<file path="config.mk">
export PLATFORM = sky130hd
export DESIGN_NAME = ppr_port_pads
export DESIGN_NICKNAME = d
export VERILOG_FILES = /design/src/rtl/ppr_pkg.sv /design/src/rtl/ppr_port_pads.sv
export VERILOG_INCLUDE_DIRS = /design/src /design/src/rtl
export SDC_FILE = /design/constraint.sdc
export NUM_CORES = 1
export LEC_CHECK = 0
export BUFFER_PORTS_ARGS = -buffer_cell sky130_fd_sc_hd__buf_2
export CORE_MARGIN = 3
export CORE_UTILIZATION = 51
export CTS_BUF_LIST = sky130_fd_sc_hd__clkbuf_4
export CTS_CLUSTER_DIAMETER = 150
export DETAILED_ROUTE_END_ITERATION = 10
export PLACE_DENSITY_LB_ADDON = 0.15
export SLEW_MARGIN = 30
export SYNTH_ARGS = -nofsm -noshare
export SYNTH_HDL_FRONTEND = slang
export SYNTH_SLANG_ARGS = --single-unit
</file>
<file path="constraint.sdc">
create_clock -name sys_clk -period 3.4 [get_ports sys_clk]
set_clock_uncertainty 0.15 [all_clocks]
set_input_delay 0.68 -clock sys_clk [delete_from_list [all_inputs] [get_ports sys_clk]]
set_output_delay 0.68 -clock sys_clk [all_outputs]
set_load 0.02 [all_outputs]
</file>
<file path="src/rtl/ppr_defines.svh">
// constants for the port pad block: widths, pin indices, reset-pin timing
`ifndef PPR_DEFINES_SVH
`define PPR_DEFINES_SVH

`define PPR_NPINS         27
`define PPR_PORTB_LSB     0
`define PPR_PORTC_LSB     8
`define PPR_PORTD_LSB     16
`define PPR_PORTE_LSB     24
`define PPR_PIN_E0        24
`define PPR_PIN_E1        25
`define PPR_PIN_E2        26
`define PPR_SYS_CLK_NS    40
`define PPR_RST_MIN_NS    2500
`define PPR_RST_MIN_CYC   ((`PPR_RST_MIN_NS + `PPR_SYS_CLK_NS - 1) / `PPR_SYS_CLK_NS)
`define PPR_CNT_W         8

`endif

</file>
<file path="src/rtl/ppr_pkg.sv">
// types shared by the port pad block
`include "ppr_defines.svh"
package ppr_pkg;
    // per-pin software settings, index = pin-change source number
    typedef struct packed {
        logic [`PPR_NPINS-1:0] out_val;  // output value
        logic [`PPR_NPINS-1:0] dir;      // 1 = output
        logic [`PPR_NPINS-1:0] pull_en;  // pull-up enable
    } ppr_ctl_s;
    // what the pad ring is told to do
    typedef struct packed {
        logic [`PPR_NPINS-1:0] out_val;  // driven level
        logic [`PPR_NPINS-1:0] oe;       // 1 = driving
        logic [`PPR_NPINS-1:0] pull;     // pull-up on
    } ppr_pad_s;
    // reset-pin filter states
    typedef enum logic [1:0] {
        RF_IDLE  = 2'b00,
        RF_COUNT = 2'b01,
        RF_HOLD  = 2'b10
    } ppr_rf_e;
endpackage : ppr_pkg

</file>
<file path="src/rtl/ppr_port_pads.sv">
// pad control for ports b, c, d, e with reset pin and crystal pin selection
`timescale 1ns/1ps
`include "ppr_defines.svh"

// What this block does
// - ports b, c, d: 8 pins, own pull-ups
// - port e: 3 pins, own pull-ups
// - any reset tri-states every pin
// - fuse programmed: e0 is plain i/o
// - fuse unprogrammed: e0 is reset input
// - low beyond minimum pulse makes a reset
// - crystal mode: e1 feeds oscillator amplifier
// - crystal mode: e2 is amplifier output
// - each pin has numbered pin-change source
module ppr_port_pads (
    // clock and reset
    input  wire logic                    sys_clk,
    input  wire logic                    sys_rst,
    // software settings, same cycle domain
    input  wire ppr_pkg::ppr_ctl_s       ctl_i,
    // fuses: 1 = programmed / crystal selected
    input  wire logic                    reset_pin_disable_fuse,
    input  wire logic                    crystal_sel_fuse,
    // pin levels from the pads, asynchronous
    input  wire logic [`PPR_NPINS-1:0]   pad_in,
    // pad drive
    output ppr_pkg::ppr_pad_s            pad_r,
    // synchronised pin levels and change pulses
    output logic [`PPR_NPINS-1:0]        pin_state_r,
    output logic [`PPR_NPINS-1:0]        pin_change_r,
    // reset request from e0 and oscillator input
    output logic                         ext_reset_req_r,
    output logic                         crystal_amp_input_r
);
    import ppr_pkg::*;

    localparam int MIN_CYC = `PPR_RST_MIN_CYC;  // least low time in cycles

    logic [`PPR_NPINS-1:0] sync1_r;         // first stage, read only by sync2
    logic [`PPR_NPINS-1:0] sync2_r;         // safe pin levels
    logic [`PPR_NPINS-1:0] prev_r;          // last cycle's levels
    logic [`PPR_NPINS-1:0] prev_nxt;
    logic [`PPR_NPINS-1:0] sync1_nxt;
    logic [`PPR_NPINS-1:0] sync2_nxt;
    logic [`PPR_NPINS-1:0] change_nxt;
    logic                  prime_r;         // first cycle after reset, edges masked
    logic                  prime_nxt;
    ppr_rf_e               rf_state_r;      // reset-pin filter state
    ppr_rf_e               rf_state_nxt;
    logic [`PPR_CNT_W-1:0] rf_cnt_r;        // cycles seen low
    logic [`PPR_CNT_W-1:0] rf_cnt_nxt;
    logic                  ext_rst_nxt;
    logic                  xin_nxt;
    ppr_pad_s              pad_nxt;
    logic                  in_reset;        // any reset source active

    // true when a fuse-selected function owns the pin
    function automatic logic special_owned(input int idx, input logic rst_dis,
                                           input logic xtal);
        special_owned = ((idx == `PPR_PIN_E0) && !rst_dis) ||
                        ((idx == `PPR_PIN_E1 || idx == `PPR_PIN_E2) && xtal);
    endfunction : special_owned

    // two-flop synchroniser; change detect reads only the second stage
    // the pipe is not cleared by reset: a zero there would fake an edge on
    // every pin idling high; prime_r masks the one compare after release
    always_comb begin
        prime_nxt  = sys_rst;
        sync1_nxt  = pad_in;
        sync2_nxt  = sync1_r;
        prev_nxt   = sync2_r;
        change_nxt = (sys_rst || prime_r) ? '0 : (sync2_r ^ prev_r);  // source n
    end

    always_ff @(posedge sys_clk) begin
        prime_r      <= prime_nxt;
        sync1_r      <= sync1_nxt;
        sync2_r      <= sync2_nxt;
        prev_r       <= prev_nxt;
        pin_change_r <= change_nxt;
    end

    assign pin_state_r = prev_r;  // flop output, one cycle behind sync2

    // reset-pin low filter; short glitches never reach hold
    always_comb begin
        rf_state_nxt = rf_state_r;
        rf_cnt_nxt   = rf_cnt_r;
        unique case (rf_state_r)
            RF_IDLE: begin
                // fuse programmed: pin is gpio, filter stays asleep
                if (!reset_pin_disable_fuse && !sync2_r[`PPR_PIN_E0]) begin
                    rf_state_nxt = RF_COUNT;
                    rf_cnt_nxt   = `PPR_CNT_W'(1);
                end
            end
            RF_COUNT: begin
                if (reset_pin_disable_fuse || sync2_r[`PPR_PIN_E0]) begin
                    rf_state_nxt = RF_IDLE;  // pulse too short
                    rf_cnt_nxt   = '0;
                end else if (rf_cnt_r >= `PPR_CNT_W'(MIN_CYC)) begin
                    rf_state_nxt = RF_HOLD;
                end else begin
                    rf_cnt_nxt = rf_cnt_r + `PPR_CNT_W'(1);
                end
            end
            RF_HOLD: begin
                // reset lasts while the pin stays low
                if (reset_pin_disable_fuse || sync2_r[`PPR_PIN_E0]) begin
                    rf_state_nxt = RF_IDLE;
                    rf_cnt_nxt   = '0;
                end
            end
            default: begin
                rf_state_nxt = RF_IDLE;  // illegal code recovers
                rf_cnt_nxt   = '0;
            end
        endcase
        ext_rst_nxt = (rf_state_nxt == RF_HOLD);
    end

    always_ff @(posedge sys_clk) begin
        if (sys_rst) begin
            rf_state_r      <= RF_IDLE;
            rf_cnt_r        <= '0;
            ext_reset_req_r <= 1'b0;
        end else begin
            rf_state_r      <= rf_state_nxt;
            rf_cnt_r        <= rf_cnt_nxt;
            ext_reset_req_r <= ext_rst_nxt;
        end
    end

    // pin-held reset tri-states the pads as the system reset does
    assign in_reset = sys_rst || (rf_state_r == RF_HOLD);

    // pad drive per pin; pull-ups off in reset so the pins truly float
    always_comb begin
        pad_nxt = '0;
        xin_nxt = (crystal_sel_fuse && !sys_rst) ? sync2_r[`PPR_PIN_E1] : 1'b0;
        for (int i = 0; i < `PPR_NPINS; i++) begin
            if (in_reset) begin
                pad_nxt.oe[i] = 1'b0;
            end else if (special_owned(i, reset_pin_disable_fuse, crystal_sel_fuse)) begin
                // owned pins are inputs; e2 drives the inverted e1 level
                if (i == `PPR_PIN_E2) begin
                    pad_nxt.oe[i]      = 1'b1;
                    pad_nxt.out_val[i] = !sync2_r[`PPR_PIN_E1];
                end else begin
                    pad_nxt.pull[i] = ctl_i.pull_en[i];
                end
            end else begin
                pad_nxt.oe[i]      = ctl_i.dir[i];
                pad_nxt.out_val[i] = ctl_i.out_val[i];
                pad_nxt.pull[i]    = !ctl_i.dir[i] && ctl_i.pull_en[i];
            end
        end
    end

    always_ff @(posedge sys_clk) begin
        pad_r               <= pad_nxt;  // sys_rst clears via in_reset
        crystal_amp_input_r <= xin_nxt;  // reset folded into xin_nxt
    end

    logic [`PPR_NPINS-1:0] norm_mask;  // pins no special function owns
    logic [`PPR_CNT_W-1:0] low_run_r;  // consecutive low e0 samples
    always_comb begin
        for (int i = 0; i < `PPR_NPINS; i++) begin
            norm_mask[i] = !special_owned(i, reset_pin_disable_fuse, crystal_sel_fuse);
        end
    end
    always_ff @(posedge sys_clk) begin
        if (sys_rst || reset_pin_disable_fuse || sync2_r[`PPR_PIN_E0]) begin
            low_run_r <= '0;
        end else if (low_run_r != '1) begin
            low_run_r <= low_run_r + `PPR_CNT_W'(1);
        end
    end
endmodule : ppr_port_pads

</file>
==> results of run 1 <==
==> layout make-up <==
type	count	share of cell area (%)
Sequential cell	202	54.5
Timing Repair Buffer	258	18.0
Multi-Input combinational cell	195	17.5
Clock buffer	64	6.47
Tap cell	133	2.24
Clock inverter	17	1.28
Inverter	1	0.0506
==> sequential cells by signal, summed over array words and instances, names as in the netlist <==
| register | count |
|---|---|
| crystal_amp_input_r | 1 |
| ext_reset_req_r | 1 |
| pad_r | 81 |
| pin_change_r | 27 |
| pin_state_r | 27 |
| prev_nxt | 27 |
| prime_r | 1 |
| rf_cnt_r | 8 |
| rf_state_r | 2 |
| sync1_r | 27 |
==> metal layers <==
| layer | share of wire [%] | wire [um] |
|---|---|---|
| met1 | 37 | 4640 |
| met2 | 53 | 6750 |
| met3 | 8.6 | 1080 |
| met4 | 1.2 | 153 |
| met5 | 0.10 | 13 |
==> cells by family (layout without fill, tap and decap cells) <==
group | after synthesis | after routing
flip-flops | 202 | 202
AND/OR/NAND/NOR | 146 | 146
XOR/XNOR | 27 | 27
AO/OA/AOI/OAI | 20 | 20
buffers and inverters | 15 | 340
adder cells (fa/ha/maj) | 1 | 1
multiplexers | 1 | 1
==> what timing repair did <==
| item | 4_1_cts | 5_1_grt |
|---|---|---|
| hold endpoints to repair | 0 | 8 |
| gates resized for setup | 0 | 0 |
| hold buffers | 0 | 8 |
==> synth_stat cells, drive strengths merged <==
master / count
a211oi: 1
a21oi: 6
a31oi: 1
a41oi: 1
and2: 48
and2b: 2
and3: 5
buf: 4
clkbuf: 10
dfxtp: 202
ha: 1
inv: 1
mux2i: 1
nand2: 4
nand2b: 1
nand3: 3
nand3b: 1
nand4b: 1
nor2: 39
nor3: 3
nor3b: 28
nor4: 2
nor4b: 1
o21ai: 6
o221ai: 1
o31a: 1
o31ai: 2
o41ai: 1
or2: 3
or3: 1
or4: 2
or4b: 2
xnor2: 27
==> worst paths after layout <==
check	start	depth (start not counted)	to
worst max register to register	prev_nxt[24]	4	rf_cnt_r[0]
worst min register to register	sync1_r[23]	0	prev_nxt[23]
worst max-delay path	pin_state_r[4]	1	pin_state_r[4]
worst min-delay path	pad_in[19]	1	sync1_r[19]
==> placed cells by master (no fill, tap or decap), types with 2 or more instances in the layout <==
| master | count |
|---|---|
| and2b_2 | 2 |
| dfxtp_1 | 202 |
| xnor2_1 | 27 |
| and2_1 | 48 |
| o21ai_1 | 3 |
| buf_2 | 248 |
| buf_4 | 2 |
| and3_1 | 5 |
| o31ai_1 | 2 |
| nor3b_1 | 27 |
| clkbuf_4 | 64 |
| dlygate4sd3_1 | 8 |
| clkinv_1 | 13 |
| nor2_1 | 37 |
| nor2_2 | 2 |
| nand2_1 | 4 |
| or2_2 | 2 |
| o21ai_0 | 3 |
| a21oi_1 | 6 |
| nor4_1 | 2 |
| nand3_1 | 3 |
==> power groups by stage <==
stage               logic (uW)  registers (uW)  clock network [uW]
floorplan                 96.5            2680                   0
global placement           365            2580                   0
detailed placement         371            2580                   0
CTS                        374            2530                1860
global route               408            2540                2000
finish                     377            2530                1800
==> stage by stage <==
step           power (uW)  cell area (um^2)
2_1_floorplan        2780              5400
3_3_place_gp         2940              6770
3_5_place_dp         2950              6770
4_1_cts              4760              7340
5_1_grt              4940              7420
6_report             4700              7420
==> run_results.csv, run 1 <==
group,metric,value,unit
run_status,status,"finished clean",
place,portBuffers,248,
setup_path,worstPathArrival,1090,ps
cts,cts_tree,"done",
global_routing,top_usage_layer,"met2",
place,post-dp-hpwl,9260,um
power,power_frac_clock,38.2,%
power,internal_power,3600,uW
synthesis,synth-compound-area-share,2.71,%
sta,slew_violations,0,
global_routing,grtUsageTotal,20.5,%
drt,viasPerCell,4.57,
cts,path_clk_slew,60,ps
global_routing,grt_use_met2,37.9,%
floorplan,io_pins,249,
setup_path,worst-path-max-fanout,2,
setup_path,crit_path_start_kind,"flip-flop",
cells_and_area,area_delta_synth_final,37.5,%
setup_path,slowest_stage,"dfxtp_1",
sta,max-slew-margin-rel,63.7,%
synthesis,yosys-top-cells-area,"dfxtp_1 75%, and2_1 5.6%, xnor2_1 4.4%, nor3b_1 3.8%, nor2_1 2.6%",
synthesis,syn_nets,525,
sta,worst_pin_slew,545,ps
power,irDropWorstVdd,0.000538,V
drt,dr.pass1.iters,4,
synthesis,ys_seq_area_share,74.9,%
global_routing,first_global_vias,4114,
setup_path,r2r_slack,1520,ps
setup_path,critPathCaptureType,"output pin",
cells_and_area,multi_input_area,0.00130,mm^2
floorplan,core,0.0100,mm^2
cells_and_area,fin_nets,818,
synthesis,ys_ff_latch,202,
floorplan,fp.dieW,109,um
cts,cts_made_buffers,47,
synthesis,synth_fa_ha_area_share,0.232,%
cells_and_area,layout-drive-gt1-share,45.0,%
synthesis,synth_xor_xnor_area_share,4.38,%
global_routing,use_met3,7.58,%
drt,drt-total-wl,12600,um
synthesis,ys_types,41,
drt,num_vias,3977,
floorplan,row_count,36,
sta,finalCritPeriodShare,56.6,%
synthesis,muxShareOfSynthArea,0.185,%
place,place_ws,1170,ps
setup_path,path_cells,"buf_2",
synthesis,synth-simple-area-share,16.5,%
global_routing,antenna_found_initial,1,
synthesis,yosys_warnings,0,
power,p_seq_share,53.8,%
cells_and_area,diodes,0,
power,cellLeakagePower,0.00359,uW
place,placed_cells,781,
floorplan,initial_core_util,53.8,%
sta,holdWs,71.5,ps
power,switchingPower,1110,uW
cells_and_area,fin_cells,870,
cells_and_area,fillers,726,
power,power.density,633,mW/mm^2
drt,first_iter_violations,130,
worst_hold_path,hold_path_class,"primary input to flip-flop",
synthesis,synth_top_family_by_area,"simple AND/OR/NAND/NOR gates",
floorplan,die_area,0.0119,mm^2
cts,clk_latency,550,ps
cts,post_cts.repair.setup_buffers,0,
sta,finalSetupViolations,0,
setup_path,cp_slowest_stage_delay,360,ps
drt,final_antenna_net_count,0,
cts,clock_sinks,202,
job,drv_cap,0,
setup_path,cp_data_required_time,2570,ps
global_routing,grt_max_degree,41,
sta,fmax,520,MHz
sta,period_needed,1920,ps
synthesis,synth_area_per_cell,13.1,um^2
drt,drc,0,
sta,setup_ws,1480,ps
power,pwr-share-comb,8.0,%
synthesis,synth_top_area_cell,"dfxtp_1",
synthesis,netlist.area_leader.share,74.9,%
cts,ctsLongestPathBuffers,3,
global_routing,grt.overflow.total,0,
synthesis,syn_inst,412,
drt,wire_per_inst,14.5,um
setup_path,cp_top_family,"flip-flops",
global_routing,use_met1,21.3,%
sta,setup_tns,0,ps
sta,hold_violations,0,
cells_and_area,seq_area,0.00404,mm^2
global_routing,grt_first_pass_wirelength,19000,um
place,place.gp.congestion,0.821,
cts,cts_root_buffer,"clkbuf_4",
setup_path,worstSetupPathType,"flip-flop to output pin",
synthesis,netlist_area,0.00540,mm^2
setup_path,worst-path-buf-inv,1,
cts,htreeDepth,2,
sta,grt_setup_unrepaired,"false",
cells_and_area,utilization,73.9,%
floorplan,chipHeight,109,um
power,p_sw_share,23.5,%
(Power assumes the default switching activity.)
==> run 2, diff against run 1 <==
- ABC_AREA: default -> 1
- CORE_UTILIZATION: 51 -> 48
- clock period: 3.4 -> 2 ns (I/O delays scaled with it)
==> run_results.csv, run 2 <==
group,metric,value,unit
power,power.density,941,mW/mm^2
drt,drt-total-wl,16300,um
synthesis,netlist_top_cells_count,"202 x dfxtp_1, 123 x nor2_1, 60 x inv_1, 55 x nand2_1, 26 x xnor2_1",
synthesis,ys_seq_area_share,74.0,%
global_routing,grt_max_degree,44,
worst_hold_path,hold_path_class,"flip-flop to flip-flop",
setup_path,crit_path_start_kind,"flip-flop",
cells_and_area,layout-drive-gt1-share,34.5,%
cts,cts_resized,0,
setup_path,cp_top_family,"flip-flops",
setup_path,critPathCaptureType,"output pin",
setup_path,timing.rr.start,"rf_cnt_r[0]",
worst_hold_path,worstHoldPathCells,0,
synthesis,synth-compound-area-share,1.03,%
cts,ctsLongestPathBuffers,3,
setup_path,path_cells,"buf_2",
synthesis,synth-simple-area-share,14.8,%
power,p_seq_share,52.5,%
sta,setup_ws,344,ps
synthesis,async_flop_share,0,%
drt,viasPerCell,4.52,
setup_path,worst-path-max-fanout,1,
worst_hold_path,hold_end,"prev_nxt[23]",
synthesis,synth_fa_ha_area_share,0.229,%
sta,finalSetupViolations,0,
setup_path,r2r_slack,410,ps
drt,first_iter_violations,221,
cts,cts_root_buffer,"clkbuf_4",
worst_hold_path,worstHoldStart,"sync1_r[23]",
cells_and_area,final_area,0.00872,mm^2
floorplan,io_pins,249,
drt,dr.pass1.iters,5,
synthesis,ys_types,26,
sta,setup_tns,0,ps
sta,hold_violations,0,
setup_path,cp_data_required_time,1450,ps
cts,clock_sinks,202,
cts,clk_latency,560,ps
setup_path,reg2reg_to,"rf_cnt_r[1]",
run_status,status,"finished clean",
cts,cts_tree,"done",
power,irDropWorstVdd,0.000592,V
sta,max-slew-margin-rel,74.6,%
place,portBuffers,248,
cts,post_cts.repair.setup_buffers,0,
sta,slew_violations,0,
floorplan,core,0.0110,mm^2
synthesis,ys.flop_type,"dfxtp_1",
sta,holdWs,174,ps
synthesis,synth_top_family_by_area,"simple AND/OR/NAND/NOR gates",
cells_and_area,largest_register_ffs,81,
global_routing,grt_first_pass_wirelength,26200,um
job,drv_cap,0,
floorplan,chipHeight,113,um
power,p_sw_share,24.0,%
place,placed_cell_area,0.00685,mm^2
drt,wire_per_inst,15.0,um
drt,num_vias,4936,
cts,path_clk_slew,70,ps
cts,postCtsHoldBufs,135,
sta,grt_setup_unrepaired,"false",
setup_path,worst-path-buf-inv,1,
synthesis,yosys-top-cells-area,"dfxtp_1 74%, nor2_1 8.5%, xnor2_1 4.2%, inv_1 4.1%, nand2_1 3.8%",
sta,period_needed,1660,ps
power,power_frac_clock,36.5,%
synthesis,syn_inst,508,
sta,fmax,604,MHz
synthesis,netlist.area_leader.share,74.0,%
cts,htreeDepth,2,
setup_path,slowest_stage,"dfxtp_1",
cells_and_area,layout_common_cells,"248 x buf_2, 202 x dfxtp_1, 135 x dlygate4sd3_1, 123 x nor2_1, 64 x clkbuf_4",
synthesis,muxShareOfSynthArea,0,%
sta,finalCritPeriodShare,82.8,%
setup_path,cp_slowest_stage_delay,340,ps
floorplan,fp.dieW,113,um
setup_path,worstSetupPathType,"flip-flop to output pin",
cells_and_area,top_register,"pad_r",
cells_and_area,multi_input_area,0.00112,mm^2
cells_and_area,mostFrequentLayoutCell,"buf_2",
power,pwr-share-comb,11.0,%
drt,drc,0,
global_routing,first_global_vias,5478,
place,post-dp-hpwl,8860,um
cells_and_area,fillers,635,
synthesis,yosys_warnings,0,
global_routing,antenna_found_initial,1,
power,switchingPower,1970,uW
drt,final_antenna_net_count,0,
power,internal_power,6230,uW
synthesis,syn_nets,621,
synthesis,post-synth-top-count-cell,"dfxtp_1",
place,place.gp.congestion,0.937,
floorplan,die_area,0.0127,mm^2
cells_and_area,utilization,79.4,%
place,place_ws,403,ps
synthesis,synth_edf_count,0,
synthesis,ys_ff_latch,202,
power,cellLeakagePower,0.00441,uW
synthesis,synth_top_area_cell,"dfxtp_1",
global_routing,grt.overflow.total,0,
synthesis,synth_area_per_cell,10.8,um^2
synthesis,synth_xor_xnor_area_share,4.33,%
setup_path,worstPathArrival,1110,ps
synthesis,netlist_area,0.00546,mm^2
cells_and_area,seq_area,0.00404,mm^2
global_routing,grtUsageTotal,25.8,%
floorplan,initial_core_util,49.7,%
floorplan,row_count,38,
cells_and_area,fin_nets,1046,
cts,cts_made_buffers,49,
cells_and_area,area_delta_synth_final,59.7,%
sta,worst_pin_slew,382,ps
setup_path,ff2ff_path_depth,8,
-- run 2: layer usage --
metal / part of all wire, % / global-route usage, % / up-vias
li1: - / - / 2371
met1: 36 / 26.0 / 2252
met2: 51 / 45.9 / 250
met3: 8.1 / 8.89 / 63
met4: 4.6 / 14.7 / 0
met5: 0 / 0 / -
-- run 2: power groups by stage --
| stage | combinational (uW) | sequential [uW] | clock [uW] |
|---|---|---|---|
| after floorplan | 191 | 4560 | 0 |
| after global placement | 649 | 4380 | 0 |
| after detailed placement | 658 | 4390 | 0 |
| after CTS | 868 | 4300 | 3040 |
| after global routing | 966 | 4320 | 3310 |
| final | 900 | 4310 | 3000 |
-- run 2: cell families (layout without fill, tap and decap cells) --
group | Yosys count | after routing
xor gates and xnor gates | 27 | 27
other | 0 | 2
adders and majority gates | 1 | 1
DFF | 202 | 202
buffers and inverters | 74 | 515
AOI/OAI and AO/OA | 9 | 9
and+or+nand+nor | 195 | 195
-- run 2: area by class of cell --
class                      instances  area share, %
timing repair buffer             386           30.1
clock buffer                      64           5.51
clock inverter                     3          0.430
sequential                       202           46.4
multi-input combinational        232           12.9
tap                              140           2.01
inverter                          62           2.67
antenna                            2         0.0574
-- run 2: worst max-delay path by stage --
stage	start	to	slack [ps]	cells past startpoint
after floorplan	rf_cnt_r[0]	rf_cnt_r[1]	590	8
after global placement	sys_rst	pad_r[19]	450	5
after detailed placement	sys_rst	pad_r[19]	400	5
after CTS	pin_state_r[15]	pin_state_r[15]	320	1
after global routing	rf_cnt_r[0]	rf_cnt_r[2]	260	8
final	pad_r[7]	pad_r[7]	340	1
-- run 2: metrics by stage --
stage	cells	power, uW
after floorplan	508	4750
after global placement	887	5030
final	1091	8210
after detailed placement	887	5050
after global routing	1090	8600
after CTS	1089	8220
